==> config.mk <==
export PLATFORM = sky130hd
export DESIGN_NAME = io_pin_drive_mode_control
export DESIGN_NICKNAME = d
export VERILOG_FILES = /design/src/hw/io_pin_drive_pkg.sv /design/src/hw/io_pin_drive_mode_control.sv
export SDC_FILE = /design/constraint.sdc
export NUM_CORES = 1
export LEC_CHECK = 0
export BUFFER_PORTS_ARGS = -buffer_cell sky130_fd_sc_hd__buf_2
export CAP_MARGIN = 20
export CORE_MARGIN = 2
export CORE_UTILIZATION = 45
export CTS_BUF_LIST = sky130_fd_sc_hd__clkbuf_8
export DETAILED_ROUTE_END_ITERATION = 10
export PLACE_DENSITY = 0.75
export SETUP_SLACK_MARGIN = 0.2
export SYNTH_ARGS = -nofsm -noshare
export SYNTH_HDL_FRONTEND = slang
export SYNTH_SLANG_ARGS = --single-unit
export TNS_END_PERCENT = 30
==> constraint.sdc <==
create_clock -name ref_clk -period 1.8 [get_ports ref_clk]
set_input_delay 0 -clock ref_clk [delete_from_list [all_inputs] [get_ports ref_clk]]
set_output_delay 0 -clock ref_clk [all_outputs]
set_load 0.01 [all_outputs]
==> src/hw/io_pin_drive_pkg.sv <==
package io_pin_drive_pkg;

	// ------------------------------------------------------------------
	// port geometry
	// ------------------------------------------------------------------
	localparam int NUM_PINS = 8;
	localparam int DATA_W = 32;
	localparam int ADDR_W = 8;
	localparam int USB_HI = 7;
	localparam int USB_LO = 6;

	// ------------------------------------------------------------------
	// register byte offsets, port form
	// ------------------------------------------------------------------
	localparam logic [7:0] OFS_DM0 = 8'h00;
	localparam logic [7:0] OFS_DM1 = 8'h04;
	localparam logic [7:0] OFS_DM2 = 8'h08;
	localparam logic [7:0] OFS_OUT_DATA = 8'h0C;
	localparam logic [7:0] OFS_PIN_STATE = 8'h10;
	localparam logic [7:0] OFS_BYPASS = 8'h14;
	localparam logic [7:0] OFS_IRQ_RISE = 8'h18;
	localparam logic [7:0] OFS_IRQ_FALL = 8'h1C;
	localparam logic [7:0] OFS_IRQ_STATUS = 8'h20;
	localparam logic [7:0] OFS_REGULATED = 8'h24;
	localparam logic [7:0] OFS_BIDIR = 8'h28;
	localparam logic [7:0] OFS_USB_DRV_EN = 8'h30;
	localparam logic [7:0] OFS_USB_PULLUP = 8'h34;
	localparam logic [7:0] OFS_USB_DATA = 8'h38;
	localparam logic [7:0] OFS_USB_CTRL = 8'h3C;

	// pin form: one word per pin from this base, index in bits 4:2
	localparam logic [2:0] PIN_FORM_HI = 3'h2;
	localparam int PIN_IDX_LSB = 2;
	localparam int PIN_IDX_MSB = 4;

	// ------------------------------------------------------------------
	// pin form field positions
	// ------------------------------------------------------------------
	localparam int PF_DM_LSB = 0;
	localparam int PF_DM_MSB = 2;
	localparam int PF_DATA = 3;
	localparam int PF_BYPASS = 4;
	localparam int PF_RISE = 5;
	localparam int PF_FALL = 6;
	localparam int PF_STATE = 7;
	localparam int USB_CTRL_MODE = 0;

	// ------------------------------------------------------------------
	// drive mode codes and reset values
	// ------------------------------------------------------------------
	localparam logic [2:0] DM_HIZ_ANALOG = 3'h0;
	localparam logic [2:0] DM_HIZ_DIGITAL = 3'h1;
	localparam logic [2:0] DM_RES_PULLUP = 3'h2;
	localparam logic [2:0] DM_RES_PULLDN = 3'h3;
	localparam logic [2:0] DM_OD_LOW = 3'h4;
	localparam logic [2:0] DM_OD_HIGH = 3'h5;
	localparam logic [2:0] DM_STRONG = 3'h6;
	localparam logic [2:0] DM_RES_BOTH = 3'h7;
	localparam logic [7:0] RST_BYTE = 8'h00;
	localparam logic [1:0] RST_USB = 2'h0;

	// drive state of one pin: strong enable, value, resistive pulls
	typedef struct packed {
		logic oe;
		logic out;
		logic pull_up;
		logic pull_dn;
		logic ibuf_en;
	} pin_drive_t;

	// avalon request group
	typedef struct packed {
		logic [ADDR_W-1:0] address;
		logic read;
		logic write;
		logic [DATA_W-1:0] writedata;
		logic [3:0] byteenable;
	} avs_req_t;

endpackage : io_pin_drive_pkg

==> src/hw/io_pin_drive_mode_control.sv <==
// The Avalon-MM slave port and the register offsets are this design's own decisions.
module io_pin_drive_mode_control #(
	parameter logic [7:0] RESET_DM0 = io_pin_drive_pkg::RST_BYTE,
	parameter logic [7:0] RESET_DM1 = io_pin_drive_pkg::RST_BYTE,
	parameter logic [7:0] RESET_DM2 = io_pin_drive_pkg::RST_BYTE,
	parameter logic [7:0] RESET_DATA = io_pin_drive_pkg::RST_BYTE
) (
	input wire logic ref_clk,
	input wire logic nrst,
	input wire io_pin_drive_pkg::avs_req_t avs_req,
	output logic [io_pin_drive_pkg::DATA_W-1:0] avs_readdata,
	output logic avs_waitrequest,
	input wire logic [io_pin_drive_pkg::NUM_PINS-1:0] pin_in,
	output io_pin_drive_pkg::pin_drive_t [io_pin_drive_pkg::NUM_PINS-1:0]
		pin_drv,
	input wire logic [io_pin_drive_pkg::NUM_PINS-1:0] periph_data,
	input wire logic [io_pin_drive_pkg::NUM_PINS-1:0] periph_oe,
	input wire logic [1:0] usb_pin_in,
	input wire logic [1:0] usb_core_out,
	input wire logic [1:0] usb_core_oe,
	output io_pin_drive_pkg::pin_drive_t [1:0] usb_pin_drv,
	output logic port_irq
);
	localparam int N = io_pin_drive_pkg::NUM_PINS;
	// ------------------------------------------------------------------
	// configuration storage
	// ------------------------------------------------------------------
	logic [N-1:0] dm0_q, dm1_q, dm2_q;
	logic [N-1:0] out_data_q;
	logic [N-1:0] bypass_q;
	logic [N-1:0] rise_q, fall_q;
	logic [N-1:0] irq_status_q;
	logic [N-1:0] regulated_q;
	logic [N-1:0] bidir_q;
	logic [1:0] usb_drv_en_q, usb_pullup_q, usb_data_q;
	logic usb_mode_q;
	// bus side
	logic wait_q;
	logic [io_pin_drive_pkg::DATA_W-1:0] rdata_q;
	logic accept;
	logic wr_en;
	logic [7:0] wbyte;
	logic [7:0] addr;
	logic pin_form;
	logic [2:0] pin_idx;
	logic [7:0] rd_byte;
	// pins
	logic [N-1:0] pin_meta_q, pin_sync_q, pin_prev_q;
	logic [1:0] usb_meta_q, usb_sync_q;
	logic [N-1:0] pin_state;
	logic [N-1:0] rise_evt, fall_evt, pin_evt;
	logic [N-1:0] status_clr;
	io_pin_drive_pkg::pin_drive_t [N-1:0] drv_d;
	io_pin_drive_pkg::pin_drive_t [1:0] usb_drv_d;
	io_pin_drive_pkg::pin_drive_t [N-1:0] drv_q;
	io_pin_drive_pkg::pin_drive_t [1:0] usb_drv_q;
	logic irq_q;
	// ------------------------------------------------------------------
	// avalon slave: one wait cycle, then the request is taken
	// ------------------------------------------------------------------
	assign addr = avs_req.address;
	assign accept = (avs_req.read | avs_req.write) & ~wait_q;
	assign wr_en = avs_req.write & ~wait_q & avs_req.byteenable[0];
	assign wbyte = avs_req.writedata[7:0];
	assign pin_form = addr[7:5] == io_pin_drive_pkg::PIN_FORM_HI;
	assign pin_idx = addr[io_pin_drive_pkg::PIN_IDX_MSB:
		io_pin_drive_pkg::PIN_IDX_LSB];
	// cpu and dma reach pins here
	// waitrequest rises again after each accepted request
	always_ff @(posedge ref_clk) begin
		if (!nrst) begin
			wait_q <= 1'b1;
		end else if (accept) begin
			wait_q <= 1'b1;
		end else if (avs_req.read | avs_req.write) begin
			wait_q <= 1'b0;
		end
	end
	// read mux, both register views from the same storage
	always_comb begin
		rd_byte = 8'h00;
		if (pin_form) begin
			rd_byte[io_pin_drive_pkg::PF_DM_MSB:io_pin_drive_pkg::PF_DM_LSB] =
				{dm2_q[pin_idx], dm1_q[pin_idx], dm0_q[pin_idx]};
			rd_byte[io_pin_drive_pkg::PF_DATA] = out_data_q[pin_idx];
			rd_byte[io_pin_drive_pkg::PF_BYPASS] = bypass_q[pin_idx];
			rd_byte[io_pin_drive_pkg::PF_RISE] = rise_q[pin_idx];
			rd_byte[io_pin_drive_pkg::PF_FALL] = fall_q[pin_idx];
			rd_byte[io_pin_drive_pkg::PF_STATE] = pin_state[pin_idx];
		end else begin
			case (addr)
				io_pin_drive_pkg::OFS_DM0: rd_byte = dm0_q;
				io_pin_drive_pkg::OFS_DM1: rd_byte = dm1_q;
				io_pin_drive_pkg::OFS_DM2: rd_byte = dm2_q;
				io_pin_drive_pkg::OFS_OUT_DATA: rd_byte = out_data_q;
				// pins read here, never the data register
				io_pin_drive_pkg::OFS_PIN_STATE: rd_byte = pin_state;
				io_pin_drive_pkg::OFS_BYPASS: rd_byte = bypass_q;
				io_pin_drive_pkg::OFS_IRQ_RISE: rd_byte = rise_q;
				io_pin_drive_pkg::OFS_IRQ_FALL: rd_byte = fall_q;
				io_pin_drive_pkg::OFS_IRQ_STATUS: rd_byte = irq_status_q;
				io_pin_drive_pkg::OFS_REGULATED: rd_byte = regulated_q;
				io_pin_drive_pkg::OFS_BIDIR: rd_byte = bidir_q;
				io_pin_drive_pkg::OFS_USB_DRV_EN:
					rd_byte[io_pin_drive_pkg::USB_HI:io_pin_drive_pkg::USB_LO] =
						usb_drv_en_q;
				io_pin_drive_pkg::OFS_USB_PULLUP:
					rd_byte[io_pin_drive_pkg::USB_HI:io_pin_drive_pkg::USB_LO] =
						usb_pullup_q;
				io_pin_drive_pkg::OFS_USB_DATA:
					rd_byte[io_pin_drive_pkg::USB_HI:io_pin_drive_pkg::USB_LO] =
						usb_data_q;
				io_pin_drive_pkg::OFS_USB_CTRL: begin
					rd_byte[io_pin_drive_pkg::USB_CTRL_MODE] = usb_mode_q;
					rd_byte[io_pin_drive_pkg::USB_HI:io_pin_drive_pkg::USB_LO] =
						usb_sync_q;
				end
				default: rd_byte = 8'h00;
			endcase
		end
	end
	// read data captured while waitrequest is still high
	always_ff @(posedge ref_clk) begin
		if (!nrst) begin
			rdata_q <= '0;
		end else if (avs_req.read & wait_q) begin
			rdata_q <= {24'h000000, rd_byte};
		end
	end
	assign avs_readdata = rdata_q;
	assign avs_waitrequest = wait_q;
	// ------------------------------------------------------------------
	// drive mode bits, port form and pin form
	// ------------------------------------------------------------------
	// three bits per pin across three registers
	// pin form writes the same bits as port form
	// reset loads programmed state, default analog
	always_ff @(posedge ref_clk) begin
		if (!nrst) begin
			dm0_q <= RESET_DM0;
			dm1_q <= RESET_DM1;
			dm2_q <= RESET_DM2;
		end else if (wr_en && pin_form) begin
			dm0_q[pin_idx] <= wbyte[io_pin_drive_pkg::PF_DM_LSB];
			dm1_q[pin_idx] <= wbyte[io_pin_drive_pkg::PF_DM_LSB + 1];
			dm2_q[pin_idx] <= wbyte[io_pin_drive_pkg::PF_DM_MSB];
		end else if (wr_en) begin
			if (addr == io_pin_drive_pkg::OFS_DM0) dm0_q <= wbyte;
			if (addr == io_pin_drive_pkg::OFS_DM1) dm1_q <= wbyte;
			if (addr == io_pin_drive_pkg::OFS_DM2) dm2_q <= wbyte;
		end
	end
	// output data, bypass and edge selects, both views
	always_ff @(posedge ref_clk) begin
		if (!nrst) begin
			out_data_q <= RESET_DATA;
			bypass_q <= io_pin_drive_pkg::RST_BYTE;
			rise_q <= io_pin_drive_pkg::RST_BYTE;
			fall_q <= io_pin_drive_pkg::RST_BYTE;
		end else if (wr_en && pin_form) begin
			out_data_q[pin_idx] <= wbyte[io_pin_drive_pkg::PF_DATA];
			bypass_q[pin_idx] <= wbyte[io_pin_drive_pkg::PF_BYPASS];
			rise_q[pin_idx] <= wbyte[io_pin_drive_pkg::PF_RISE];
			fall_q[pin_idx] <= wbyte[io_pin_drive_pkg::PF_FALL];
		end else if (wr_en) begin
			if (addr == io_pin_drive_pkg::OFS_OUT_DATA) out_data_q <= wbyte;
			if (addr == io_pin_drive_pkg::OFS_BYPASS) bypass_q <= wbyte;
			if (addr == io_pin_drive_pkg::OFS_IRQ_RISE) rise_q <= wbyte;
			if (addr == io_pin_drive_pkg::OFS_IRQ_FALL) fall_q <= wbyte;
		end
	end
	// regulated output and bidirectional selects, port form only
	always_ff @(posedge ref_clk) begin
		if (!nrst) begin
			regulated_q <= io_pin_drive_pkg::RST_BYTE;
			bidir_q <= io_pin_drive_pkg::RST_BYTE;
		end else if (wr_en) begin
			if (addr == io_pin_drive_pkg::OFS_REGULATED) regulated_q <= wbyte;
			if (addr == io_pin_drive_pkg::OFS_BIDIR) bidir_q <= wbyte;
		end
	end

	// ------------------------------------------------------------------
	// usb-capable pin controls
	// ------------------------------------------------------------------
	// only the dedicated usb registers touch these bits
	// drive and pullup enables sit at bits 7 and 6
	always_ff @(posedge ref_clk) begin
		if (!nrst) begin
			usb_drv_en_q <= io_pin_drive_pkg::RST_USB;
			usb_pullup_q <= io_pin_drive_pkg::RST_USB;
			usb_data_q <= io_pin_drive_pkg::RST_USB;
			usb_mode_q <= 1'b0;
		end else if (wr_en && !pin_form) begin
			case (addr)
				io_pin_drive_pkg::OFS_USB_DRV_EN: usb_drv_en_q <=
					wbyte[io_pin_drive_pkg::USB_HI:io_pin_drive_pkg::USB_LO];
				io_pin_drive_pkg::OFS_USB_PULLUP: usb_pullup_q <=
					wbyte[io_pin_drive_pkg::USB_HI:io_pin_drive_pkg::USB_LO];
				io_pin_drive_pkg::OFS_USB_DATA: usb_data_q <=
					wbyte[io_pin_drive_pkg::USB_HI:io_pin_drive_pkg::USB_LO];
				io_pin_drive_pkg::OFS_USB_CTRL: usb_mode_q <=
					wbyte[io_pin_drive_pkg::USB_CTRL_MODE];
				default: usb_mode_q <= usb_mode_q;
			endcase
		end
	end

	// ------------------------------------------------------------------
	// pin input sampling
	// ------------------------------------------------------------------
	// two stages before anything reads the pins
	always_ff @(posedge ref_clk) begin
		if (!nrst) begin
			pin_meta_q <= '0;
			pin_sync_q <= '0;
			usb_meta_q <= '0;
			usb_sync_q <= '0;
		end else begin
			pin_meta_q <= pin_in;
			pin_sync_q <= pin_meta_q;
			usb_meta_q <= usb_pin_in;
			usb_sync_q <= usb_meta_q;
		end
	end
	// sampled level, gated by the input buffer enable
	assign pin_state = pin_sync_q & {
		dm2_q | dm1_q | dm0_q};
	// ------------------------------------------------------------------
	// edge interrupts
	// ------------------------------------------------------------------
	always_ff @(posedge ref_clk) begin
		if (!nrst) begin
			pin_prev_q <= '0;
		end else begin
			pin_prev_q <= pin_state;
		end
	end
	// per pin rising, falling or both
	assign rise_evt = pin_state & ~pin_prev_q & rise_q;
	assign fall_evt = ~pin_state & pin_prev_q & fall_q;
	assign pin_evt = rise_evt | fall_evt;
	assign status_clr = (wr_en && !pin_form &&
		addr == io_pin_drive_pkg::OFS_IRQ_STATUS) ? wbyte : 8'h00;
	// event sets status; set beats a same-cycle clear
	always_ff @(posedge ref_clk) begin
		if (!nrst) begin
			irq_status_q <= '0;
		end else begin
			irq_status_q <= (irq_status_q & ~status_clr) | pin_evt;
		end
	end
	// one request line for the whole port
	always_ff @(posedge ref_clk) begin
		if (!nrst) begin
			irq_q <= 1'b0;
		end else begin
			irq_q <= |((irq_status_q & ~status_clr) | pin_evt);
		end
	end
	assign port_irq = irq_q;
	// ------------------------------------------------------------------
	// drive decode
	// ------------------------------------------------------------------
	// table of drive states per code and data
	function automatic io_pin_drive_pkg::pin_drive_t drive_of(
		input logic [2:0] dm,
		input logic d,
		input logic regulated
	);
		io_pin_drive_pkg::pin_drive_t r;
		r = '0;
		r.ibuf_en = dm != io_pin_drive_pkg::DM_HIZ_ANALOG;
		case (dm)
			io_pin_drive_pkg::DM_RES_PULLUP: begin
				r.oe = ~d;
				r.pull_up = d & ~regulated;
			end
			io_pin_drive_pkg::DM_RES_PULLDN: begin
				r.oe = d;
				r.out = d;
				r.pull_dn = ~d & ~regulated;
			end
			io_pin_drive_pkg::DM_OD_LOW: r.oe = ~d;
			io_pin_drive_pkg::DM_OD_HIGH: begin
				r.oe = d;
				r.out = d;
			end
			io_pin_drive_pkg::DM_STRONG: begin
				r.oe = 1'b1;
				r.out = d;
			end
			io_pin_drive_pkg::DM_RES_BOTH: begin
				r.pull_up = d & ~regulated;
				r.pull_dn = ~d & ~regulated;
			end
			default: r.oe = 1'b0;
		endcase
		return r;
	endfunction : drive_of
	generate
		for (genvar i = 0; i < N; i++) begin : g_pin
			logic [2:0] dm;
			logic d;
			// routed enable low falls back to digital hi-z
			assign dm = (bidir_q[i] && !periph_oe[i]) ?
				io_pin_drive_pkg::DM_HIZ_DIGITAL :
				{dm2_q[i], dm1_q[i], dm0_q[i]};
			assign d = bypass_q[i] ? periph_data[i] : out_data_q[i];
			// regulated pins lose their resistive legs
			assign drv_d[i] = drive_of(dm, d, regulated_q[i]);
		end
		for (genvar u = 0; u < 2; u++) begin : g_usb
			always_comb begin
				usb_drv_d[u] = '0;
				usb_drv_d[u].ibuf_en = 1'b1;
				if (usb_mode_q) begin
					// usb mode ignores the i/o controls
					usb_drv_d[u].oe = usb_core_oe[u];
					usb_drv_d[u].out = usb_core_out[u];
				end else if (usb_drv_en_q[u]) begin
					// strong both ways whatever the pullup
					usb_drv_d[u].oe = 1'b1;
					usb_drv_d[u].out = usb_data_q[u];
				end else begin
					usb_drv_d[u].oe = ~usb_data_q[u];
					usb_drv_d[u].pull_up = usb_data_q[u] & usb_pullup_q[u];
				end
			end
		end
	endgenerate
	// registered pad controls; gpio and usb pads alike held all-off (hi-z) while in reset
	always_ff @(posedge ref_clk) begin
		if (!nrst) begin
			drv_q <= '0;
			usb_drv_q <= '0;
		end else begin
			drv_q <= drv_d;
			usb_drv_q <= usb_drv_d;
		end
	end
	assign pin_drv = drv_q;
	assign usb_pin_drv = usb_drv_q;
endmodule : io_pin_drive_mode_control

---- Word-level counts from Yosys, hierarchy flattened ----
Index checks and enable logic that the tools add are counted.
operators by class
  order comparisons ....................... 2
  equality and inequality tests ........... 63
  muxes and demuxes ....................... 84
  bitwise operators ....................... 56
  reduce and logical (&&, ||, !) cells .... 119
operators by type and width
  kind                  count
  $mux W8               23
  $eq A3 B3 Y1 const B  32
  $reduce_and A2 Y1     37
  $reduce_or A2 Y1      33
  $bwmux W8             7
  $eq A8 B6 Y1 const B  7
  $pmux W5 S11          1
  $eq A3 B2 Y1 const B  17
  $and A8 B8 Y8         6
  $eq A8 B5 Y1 const B  4
  $or A8 B8 Y8          4
  $pmux W2 S15          1
  $reduce_or A3 Y1      10
  $bmux W1 S3           8
  $mux W3               8
  $not A8 Y8            3
  $pmux W1 S3           8
  $reduce_bool A3 Y1    8
  $mux W1               23
  $and A1 B1 Y1         22
  $not A1 Y1            20
  $eq A8 B4 Y1 const B  2
  $reduce_bool A2 Y1    8
  $logic_and A1 B1 Y1   12
  other kinds (11)      20
storage, ports and cells
  register bits ........................... 175
  input port bits ......................... 78
  word-level logic and storage cells ...... 396

---- Depth between registers and ports, before layout ----
Gate-level depths: netlist of the first run.
  depth in word-level cells ............... 10
  depth in mapped cells ................... 9
  gate-level depth less buffers ........... 5

---- Least setup slack after synthesis of the first run ----
No wires, ideal clock.
  kind .................................... register -> register
  start point ............................. reg wait_q, in the netlist avs_waitrequest
  end point ............................... reg usb_pullup_q[0]
  library setup time ...................... 128 ps
  arrival ................................. 1705 ps
  data required time ...................... 1672 ps
  slack ................................... -33 ps
  stages on the path, launching flop included .. 7
  path buffers ............................ 1
  period minus slack after synthesis ...... 1833 ps
  cell sequence ........................... dfxtp_1 > nand3b_1 > clkbuf_1 > nor4_1 > nand2_1 > mux2i_1 > nor2_1
between the ends
  word-level cells in the longest chain between the ends .. 5
ends and longest elaborated chain
  item                                line                              RTL
  from (decl)                         io_pin_drive_mode_control.sv:38   logic wait_q;
  from (signal assigned)              io_pin_drive_mode_control.sv:72   wait_q <= 1'b1;
  from (signal assigned)              io_pin_drive_mode_control.sv:74   wait_q <= 1'b1;
  from (signal assigned)              io_pin_drive_mode_control.sv:76   wait_q <= 1'b0;
  $not A1 Y1                          io_pin_drive_mode_control.sv:63   assign wr_en = avs_req.write & ~wait_q & avs_req.byteenable[0];
  $and A1 B1 Y1 (2 in a row)          io_pin_drive_mode_control.sv:63
  $logic_and A1 B1 Y1                 io_pin_drive_mode_control.sv:194  end else if (wr_en && !pin_form) begin
  $reduce_and A2 Y1 (no source line)  --
  to (signal assigned)                io_pin_drive_mode_control.sv:191  usb_pullup_q <= io_pin_drive_pkg::RST_USB;
  to (signal assigned)                io_pin_drive_mode_control.sv:198  io_pin_drive_pkg::OFS_USB_PULLUP: usb_pullup_q <=
  to (decl)                           io_pin_drive_mode_control.sv:35   logic [1:0] usb_drv_en_q, usb_pullup_q, usb_data_q;
No other way between the ends.
A chain may end at the register's enable or synchronous reset.

---- Final worst setup path of the first run ----
  start point ............................. reg wait_q, in the netlist avs_waitrequest
  end point ............................... reg irq_q, in the netlist port_irq
between the ends
  word-level cells in the longest chain between the ends .. 10
ends and longest elaborated chain
  item                              line                              RTL
  $not A1 Y1                        io_pin_drive_mode_control.sv:63
  $and A1 B1 Y1 (2 in a row)        io_pin_drive_mode_control.sv:63
  $logic_and A1 B1 Y1 (2 in a row)  io_pin_drive_mode_control.sv:243  assign status_clr = (wr_en && !pin_form &&
  $mux W8                           io_pin_drive_mode_control.sv:244  addr == io_pin_drive_pkg::OFS_IRQ_STATUS) ? wbyte : 8'h00;
  $not A8 Y8                        io_pin_drive_mode_control.sv:258  irq_q <= |((irq_status_q & ~status_clr) | pin_evt);
  $and A8 B8 Y8                     io_pin_drive_mode_control.sv:258
  $or A8 B8 Y8                      io_pin_drive_mode_control.sv:258
  $reduce_or A8 Y1                  io_pin_drive_mode_control.sv:258
  to (signal assigned)              io_pin_drive_mode_control.sv:258
  to (decl)                         io_pin_drive_mode_control.sv:57   logic irq_q;
No other way between the ends.

==> results_dict.tcl, run 1 <==
set metrics [dict create \
    fin_skew_ps 14.2 \
    grt_pass1_vias 8727 \
    slew_headroom_pct 66.1 \
    hold_slack_ps 120 \
    r2r_end "port_irq$_SDFF_PN0_" \
    vias 9199 \
    grt_max_degree 76 \
    synthCells 1032 \
    cts.sinks 172 \
    cp.arrival_ps 2090 \
    setup_violations 0 \
    ir_drop_mv 0.680 \
    die_area_sq_um 21100 \
    clock_latency_ps 470 \
    wl_per_cell_um 20.9 \
    finalHoldViolCount 0 \
    clk_pin_slew_ps 90 \
    ys_seq_area_share_pct 38.3 \
    cts_tree "done" \
    synth_edf_count 0 \
    yosysWarnings 0 \
    ant_nets 0 \
    cp-end-kind "flop" \
    track_usage_pct 30.0 \
    fmaxAchievable_ghz 0.578 \
    drv_slew 0 \
    dr_wl_met3_um 2920 \
    stdcell_count 1548 \
    crit_chain "and3b_2 -> buf_12 -> nand4_1 -> a211oi_2 -> nand4_1 -> o21a_1" \
    hold_class "primary input to flop" \
    syn-cell-area_sq_um 8980 \
    cp_top_family "compound AO/OA/AOI/OAI gates" \
    wl_met1_um 12600 \
    p_leak_uw 0.00509 \
    worst_pin_slew_ps 505 \
    place_inst 1460 \
    worstSetupPathType "flop to flop" \
    drive_above_1_share_pct 34.4 \
    drtPass1Iterations 5 \
    slowest_stage "a211oi_2" \
    synth-main-ff-cell "dfxtp_1" \
    synth_seq_cells 172 \
    drtIter0Drc 978 \
    final_nets 1349 \
    rsz0062_at_grt "yes" \
    drt-total-wl_um 32400 \
    post_synth_num_cell_types 67 \
    worstPathRequired_ps 2160 \
    fin_crit_sh_pct 96.1 \
    place_ws_ps -1.95 \
    grt_first_pass_wirelength_um 49700 \
    std_cell_rows 51 \
    drc 0 \
    largest_register_ffs 40 \
    fill_cells 1678 \
    synth_area_per_cell_sq_um 8.70 \
    hpwlAfterDp_um 23000 \
    crit_path_max_incr_delay_ps 380 \
    overflow 0 \
    ios 162 \
    seq_area_sq_um 3460 \
    worstSetupStartpointType "flop" \
    worstReg2RegStart "avs_waitrequest$_SDFFE_PP1N_" \
    syn2layout_area_growth_pct 32.0 \
    crit_buf_inv 1 \
    r2r_cells 6 \
    root_buffer "clkbuf_8" \
    cts_buffers 17 \
    multi_input_area_sq_um 5270 \
    htreeDepth 4 \
    die_w_um 145 \
    setup_ws_ps 70.9 \
    powerDensity_nw_per_um2 668 \
    antenna_found_initial 1 \
    ff2ff_setup_slack_ps 70 \
    outcome "finished, final reports clean" \
    io_buffers 108 \
    core_sq_um 19500 \
    holdPathStages 4 \
    met2_length_um 14900 \
    hold_end "dm1_q[7]$_SDFFE_PN0P_" \
    ys_async_sr_fraction_pct 0 \
    start_util_pct 46.0 \
    hold_start "avs_req[11]" \
    crit_path_frequent_cell "nand4_1" \
    die_height_um 145 \
    routabilityCongestion 0.968 \
    cap_violations 0 \
    fin_crit_ps 1730 \
    top_layer "met4" \
    cp_max_fo 11 \
    cts.path.max_buffers 2 \
    viasPerCell 5.94 \
]
==> worst max path at each step <==
stage	start	to	slack, ps	cells after the start
2_1_floorplan	dm2_q[4]$_SDFFE_PN0P_	avs_readdata[7]$_SDFFE_PN0P_	140	6
3_3_place_gp	avs_req[40]	port_irq$_SDFF_PN0_	-2	8
3_5_place_dp	dm2_q[6]$_SDFFE_PN0P_	avs_readdata[2]$_SDFFE_PN0P_	-2	6
4_1_cts	avs_waitrequest$_SDFFE_PP1N_	port_irq$_SDFF_PN0_	120	6
5_1_grt	dm2_q[4]$_SDFFE_PN0P_	avs_readdata[2]$_SDFFE_PN0P_	20	6
6_report	avs_waitrequest$_SDFFE_PP1N_	port_irq$_SDFF_PN0_	70	6
==> power breakdown <==
part / switching, uW / total, uW / internal, uW
sequential: 35.9 / 3900 / 3860
combinational: 555 / 966 / 411
clock: 1430 / 3060 / 1630
total: 2020 / 7920 / 5900
==> layer usage <==
layer | track usage [%] | vias to the layer above
li1 | - | 4160
met1 | 37.2 | 4331
met2 | 49.4 | 574
met3 | 6.13 | 134
met4 | 15.7 | 0
met5 | 0 | -
==> synth_stat cells (10+ instances only) <==
cell type / n / area share [%]
nand2b_1: 11 / 0.77
dfxtp_1: 172 / 38
nor3_1: 44 / 2.5
mux2i_1: 53 / 5.9
o221a_2: 41 / 5.1
buf_2: 18 / 1.0
a22oi_1: 14 / 1.2
nand2_1: 55 / 2.3
nand3_1: 10 / 0.56
o22ai_1: 12 / 0.84
clkbuf_1: 53 / 2.2
nor2_1: 147 / 6.1
nand4_1: 11 / 0.77
inv_1: 12 / 0.50
buf_4: 31 / 2.6
and2_1: 26 / 1.8
mux4_2: 17 / 4.3
a21oi_1: 112 / 6.2
o21ai_0: 35 / 2.0
nand3b_1: 10 / 0.84
==> cell type report <==
class / instances / area share [%]
flip-flops and latches: 172 / 29.2
diodes: 1 / 0.0211
inverters: 12 / 0.380
multi-input cells: 762 / 44.5
repair buffers: 306 / 19.5
clock inverters: 13 / 1.69
clock buffers: 17 / 1.97
well taps: 265 / 2.80
==> worst register-to-register path, cell delays in order (launching register included) <==
cell,delay (ps)
dfxtp_2,340
and3b_2,290
buf_12,160
nand4_1,110
a211oi_2,380
nand4_1,140
o21a_1,200
==> stage by stage <==
step	util (%)	area [sq um]	total power (uW)	setup TNS, ps
3_3_place_gp	54.5	10600	4800	-2.49
3_5_place_dp	54.5	10600	4810	-1.95
6_report	60.7	11900	7920	0
5_1_grt	60.7	11900	8160	0
2_1_floorplan	-	9230	4480	0
4_1_cts	59.9	11700	7900	0
==> cells in the final DEF, fill, tap and decap left out, types with 41 or more instances in the layout <==
cell	instances
dfxtp_1	162
nor2_1	135
buf_4	133
buf_2	109
a21oi_1	100
mux2i_1	53
nand2_1	51
dlygate4sd3_1	45
nor3_1	42
o221a_2	41
==> kinds of logic after synthesis <==
logic type / after synthesis / share of synthesized area, %
and+or+nand+nor: 383 / 22.2
AOI/OAI and AO/OA: 257 / 19.3
muxes: 79 / 11.3
xor gates and xnor gates: 17 / 1.66
DFF: 172 / 38.3
buffers and inverters: 123 / 7.10
other: 1 / 0.0417
==> repair_timing <==
item                                   CTS  global route
gates cloned                             1             1
resized for setup                       28            30
setup buffers                            4             6
endpoints found under the hold margin   83             0
setup endpoints to repair               52            73
hold buffers                            45             0
pin swaps                                6             8
No activity file was read; power rests on OpenSTA's default activity.
==> run 2: changes to the inputs <==
PLACE_DENSITY = 0.69   (was 0.75)
==> run 2 against run 1 <==
Compared with the run above: critical path depth unchanged; clock skew decreased by 1.3 ps; first-iteration DRC count fell by 0.61%; largest power group unchanged.
==> results_dict.tcl, run 2 (same netlist as run 1, synthesis figures left out) <==
set metrics [dict create \
    n_antenna_cell 0 \
    root_buffer "clkbuf_8" \
    crit_path_frequent_cell "nand4_1" \
    drive_above_1_share_pct 38.6 \
    grt_first_pass_wirelength_um 52300 \
    place_area_sq_um 10700 \
    setup_ws_ps 15.0 \
    powerDensity_nw_per_um2 632 \
    worstSetupStartpointType "flop" \
    fin_area_sq_um 12500 \
    drv_slew 0 \
    final.setup.tns_ps 0 \
    ir_drop_mv 0.489 \
    cts.sinks 172 \
    final_cell_mix "dfxtp_1, buf_4, nor2_1, buf_2, a21oi_1" \
    ios 162 \
    wl_per_cell_um 22.1 \
    hpwlAfterDp_um 23800 \
    setup_violations 0 \
    std_cell_rows 51 \
    cp_top_family "simple AND/OR/NAND/NOR gates" \
    crit_chain "and3b_2 -> buf_6 -> nand4_1 -> a211oi_2 -> nand4_1 -> o21a_1" \
    worstPathRequired_ps 2180 \
    drtIter0Drc 972 \
    fmaxAchievable_ghz 0.560 \
    drt-total-wl_um 34200 \
    worst_pin_slew_ps 643 \
    rsz0062_at_grt "yes" \
    die_height_um 145 \
    routabilityCongestion 1.01 \
    fin_crit_ps 1780 \
    slowest_stage "dfxtp_2" \
    crit_buf_inv 1 \
    grt_pass1_vias 9168 \
    grt_max_degree 50 \
    cp_max_fo 5 \
    ant_nets 0 \
    viasPerCell 6.05 \
    die_w_um 145 \
    slew_headroom_pct 57.1 \
    syn2layout_area_growth_pct 38.7 \
    fin_crit_sh_pct 99.2 \
    cts_tree "done" \
    clock_latency_ps 480 \
    layout_commonest_cell "dfxtp_1" \
    antenna_found_initial 0 \
    io_buffers 108 \
    cp.arrival_ps 2160 \
    cp-end-kind "flop" \
    worstSetupPathType "flop to flop" \
    cap_violations 0 \
    clk_pin_slew_ps 100 \
    drtPass1Iterations 8 \
    htreeDepth 4 \
    place_inst 1462 \
    die_area_sq_um 21100 \
    cts_buffers 17 \
    crit_path_max_incr_delay_ps 350 \
    stdcell_count 1551 \
    outcome "finished, final reports clean" \
    start_util_pct 46.0 \
    final_nets 1352 \
    hold_class "primary input to flop" \
    p_leak_uw 0.00523 \
    place_ws_ps -304 \
    vias 9380 \
    drc 0 \
    fin_skew_ps 12.9 \
    cts.path.max_buffers 2 \
    overflow 0 \
    largest_register_ffs 40 \
    fill_cells 1603 \
    core_sq_um 19500 \
    track_usage_pct 32.1 \
    finalHoldViolCount 0 \
]
run 2: power by group:
part	switching [uW]	internal, uW
Clock	1480	1430
Sequential	39.3	3860
Combinational	616	445
Total	2140	5740
run 2: worst register-to-register path, stage by stage, from the launching register on:
cell,delay (ps)
dfxtp_2,350
and3b_2,320
buf_6,170
nand4_1,110
a211oi_2,310
nand4_1,220
o21a_1,220
run 2: cell type report:
type / count / area, sq um / share of cell area (%)
Multi-Input combinational cell: 762 / 5730 / 46.0
Sequential cell: 172 / 3460 / 27.7
Timing Repair Buffer: 309 / 2490 / 20.0
Tap cell: 265 / 332 / 2.66
Clock buffer: 19 / 262 / 2.10
Clock inverter: 12 / 145 / 1.16
Inverter: 12 / 45.0 / 0.362
run 2: layer usage:
metal	global-route usage (%)	vias to the layer above	part of all wire [%]
met5	0	-	0
li1	-	4180	-
met4	21.6	0	7.1
met1	39.2	4477	39
met3	6.10	150	8.4
met2	51.4	573	46
run 2: worst paths after layout:
kind	start	to	slack, ps	cells past startpoint
setup reg to reg	avs_waitrequest$_SDFFE_PP1N_	port_irq$_SDFF_PN0_	20	6
hold / removal	avs_req[39]	usb_pullup_q[0]$_SDFFE_PN0P_	70	5
hold reg to reg	pin_meta_q[4]$_SDFF_PN0_	pin_sync_q[4]$_SDFF_PN0_	430	1
setup / recovery	avs_waitrequest$_SDFFE_PP1N_	port_irq$_SDFF_PN0_	20	6
run 2: repair_timing:
| item | CTS | global route |
|---|---|---|
| setup endpoints to repair | 68 | 75 |
| hold endpoints to repair | 90 | 0 |
| pin swaps | 76 | 21 |
| cloned | 3 | 0 |
| resized for setup | 151 | 20 |
| hold buffers | 41 | 0 |
| buffers inserted | 10 | 4 |
run 2: through the flow:
stage                     utilization, %  total power (uW)  hold WS [ps]
after CTS                           63.1              7830          53.9
after global placement              54.7              4820           206
final                               63.8              7880          68.5
after detailed placement            54.7              4830           210
after global routing                63.8              8100           101
after floorplan                        -              4480          27.7
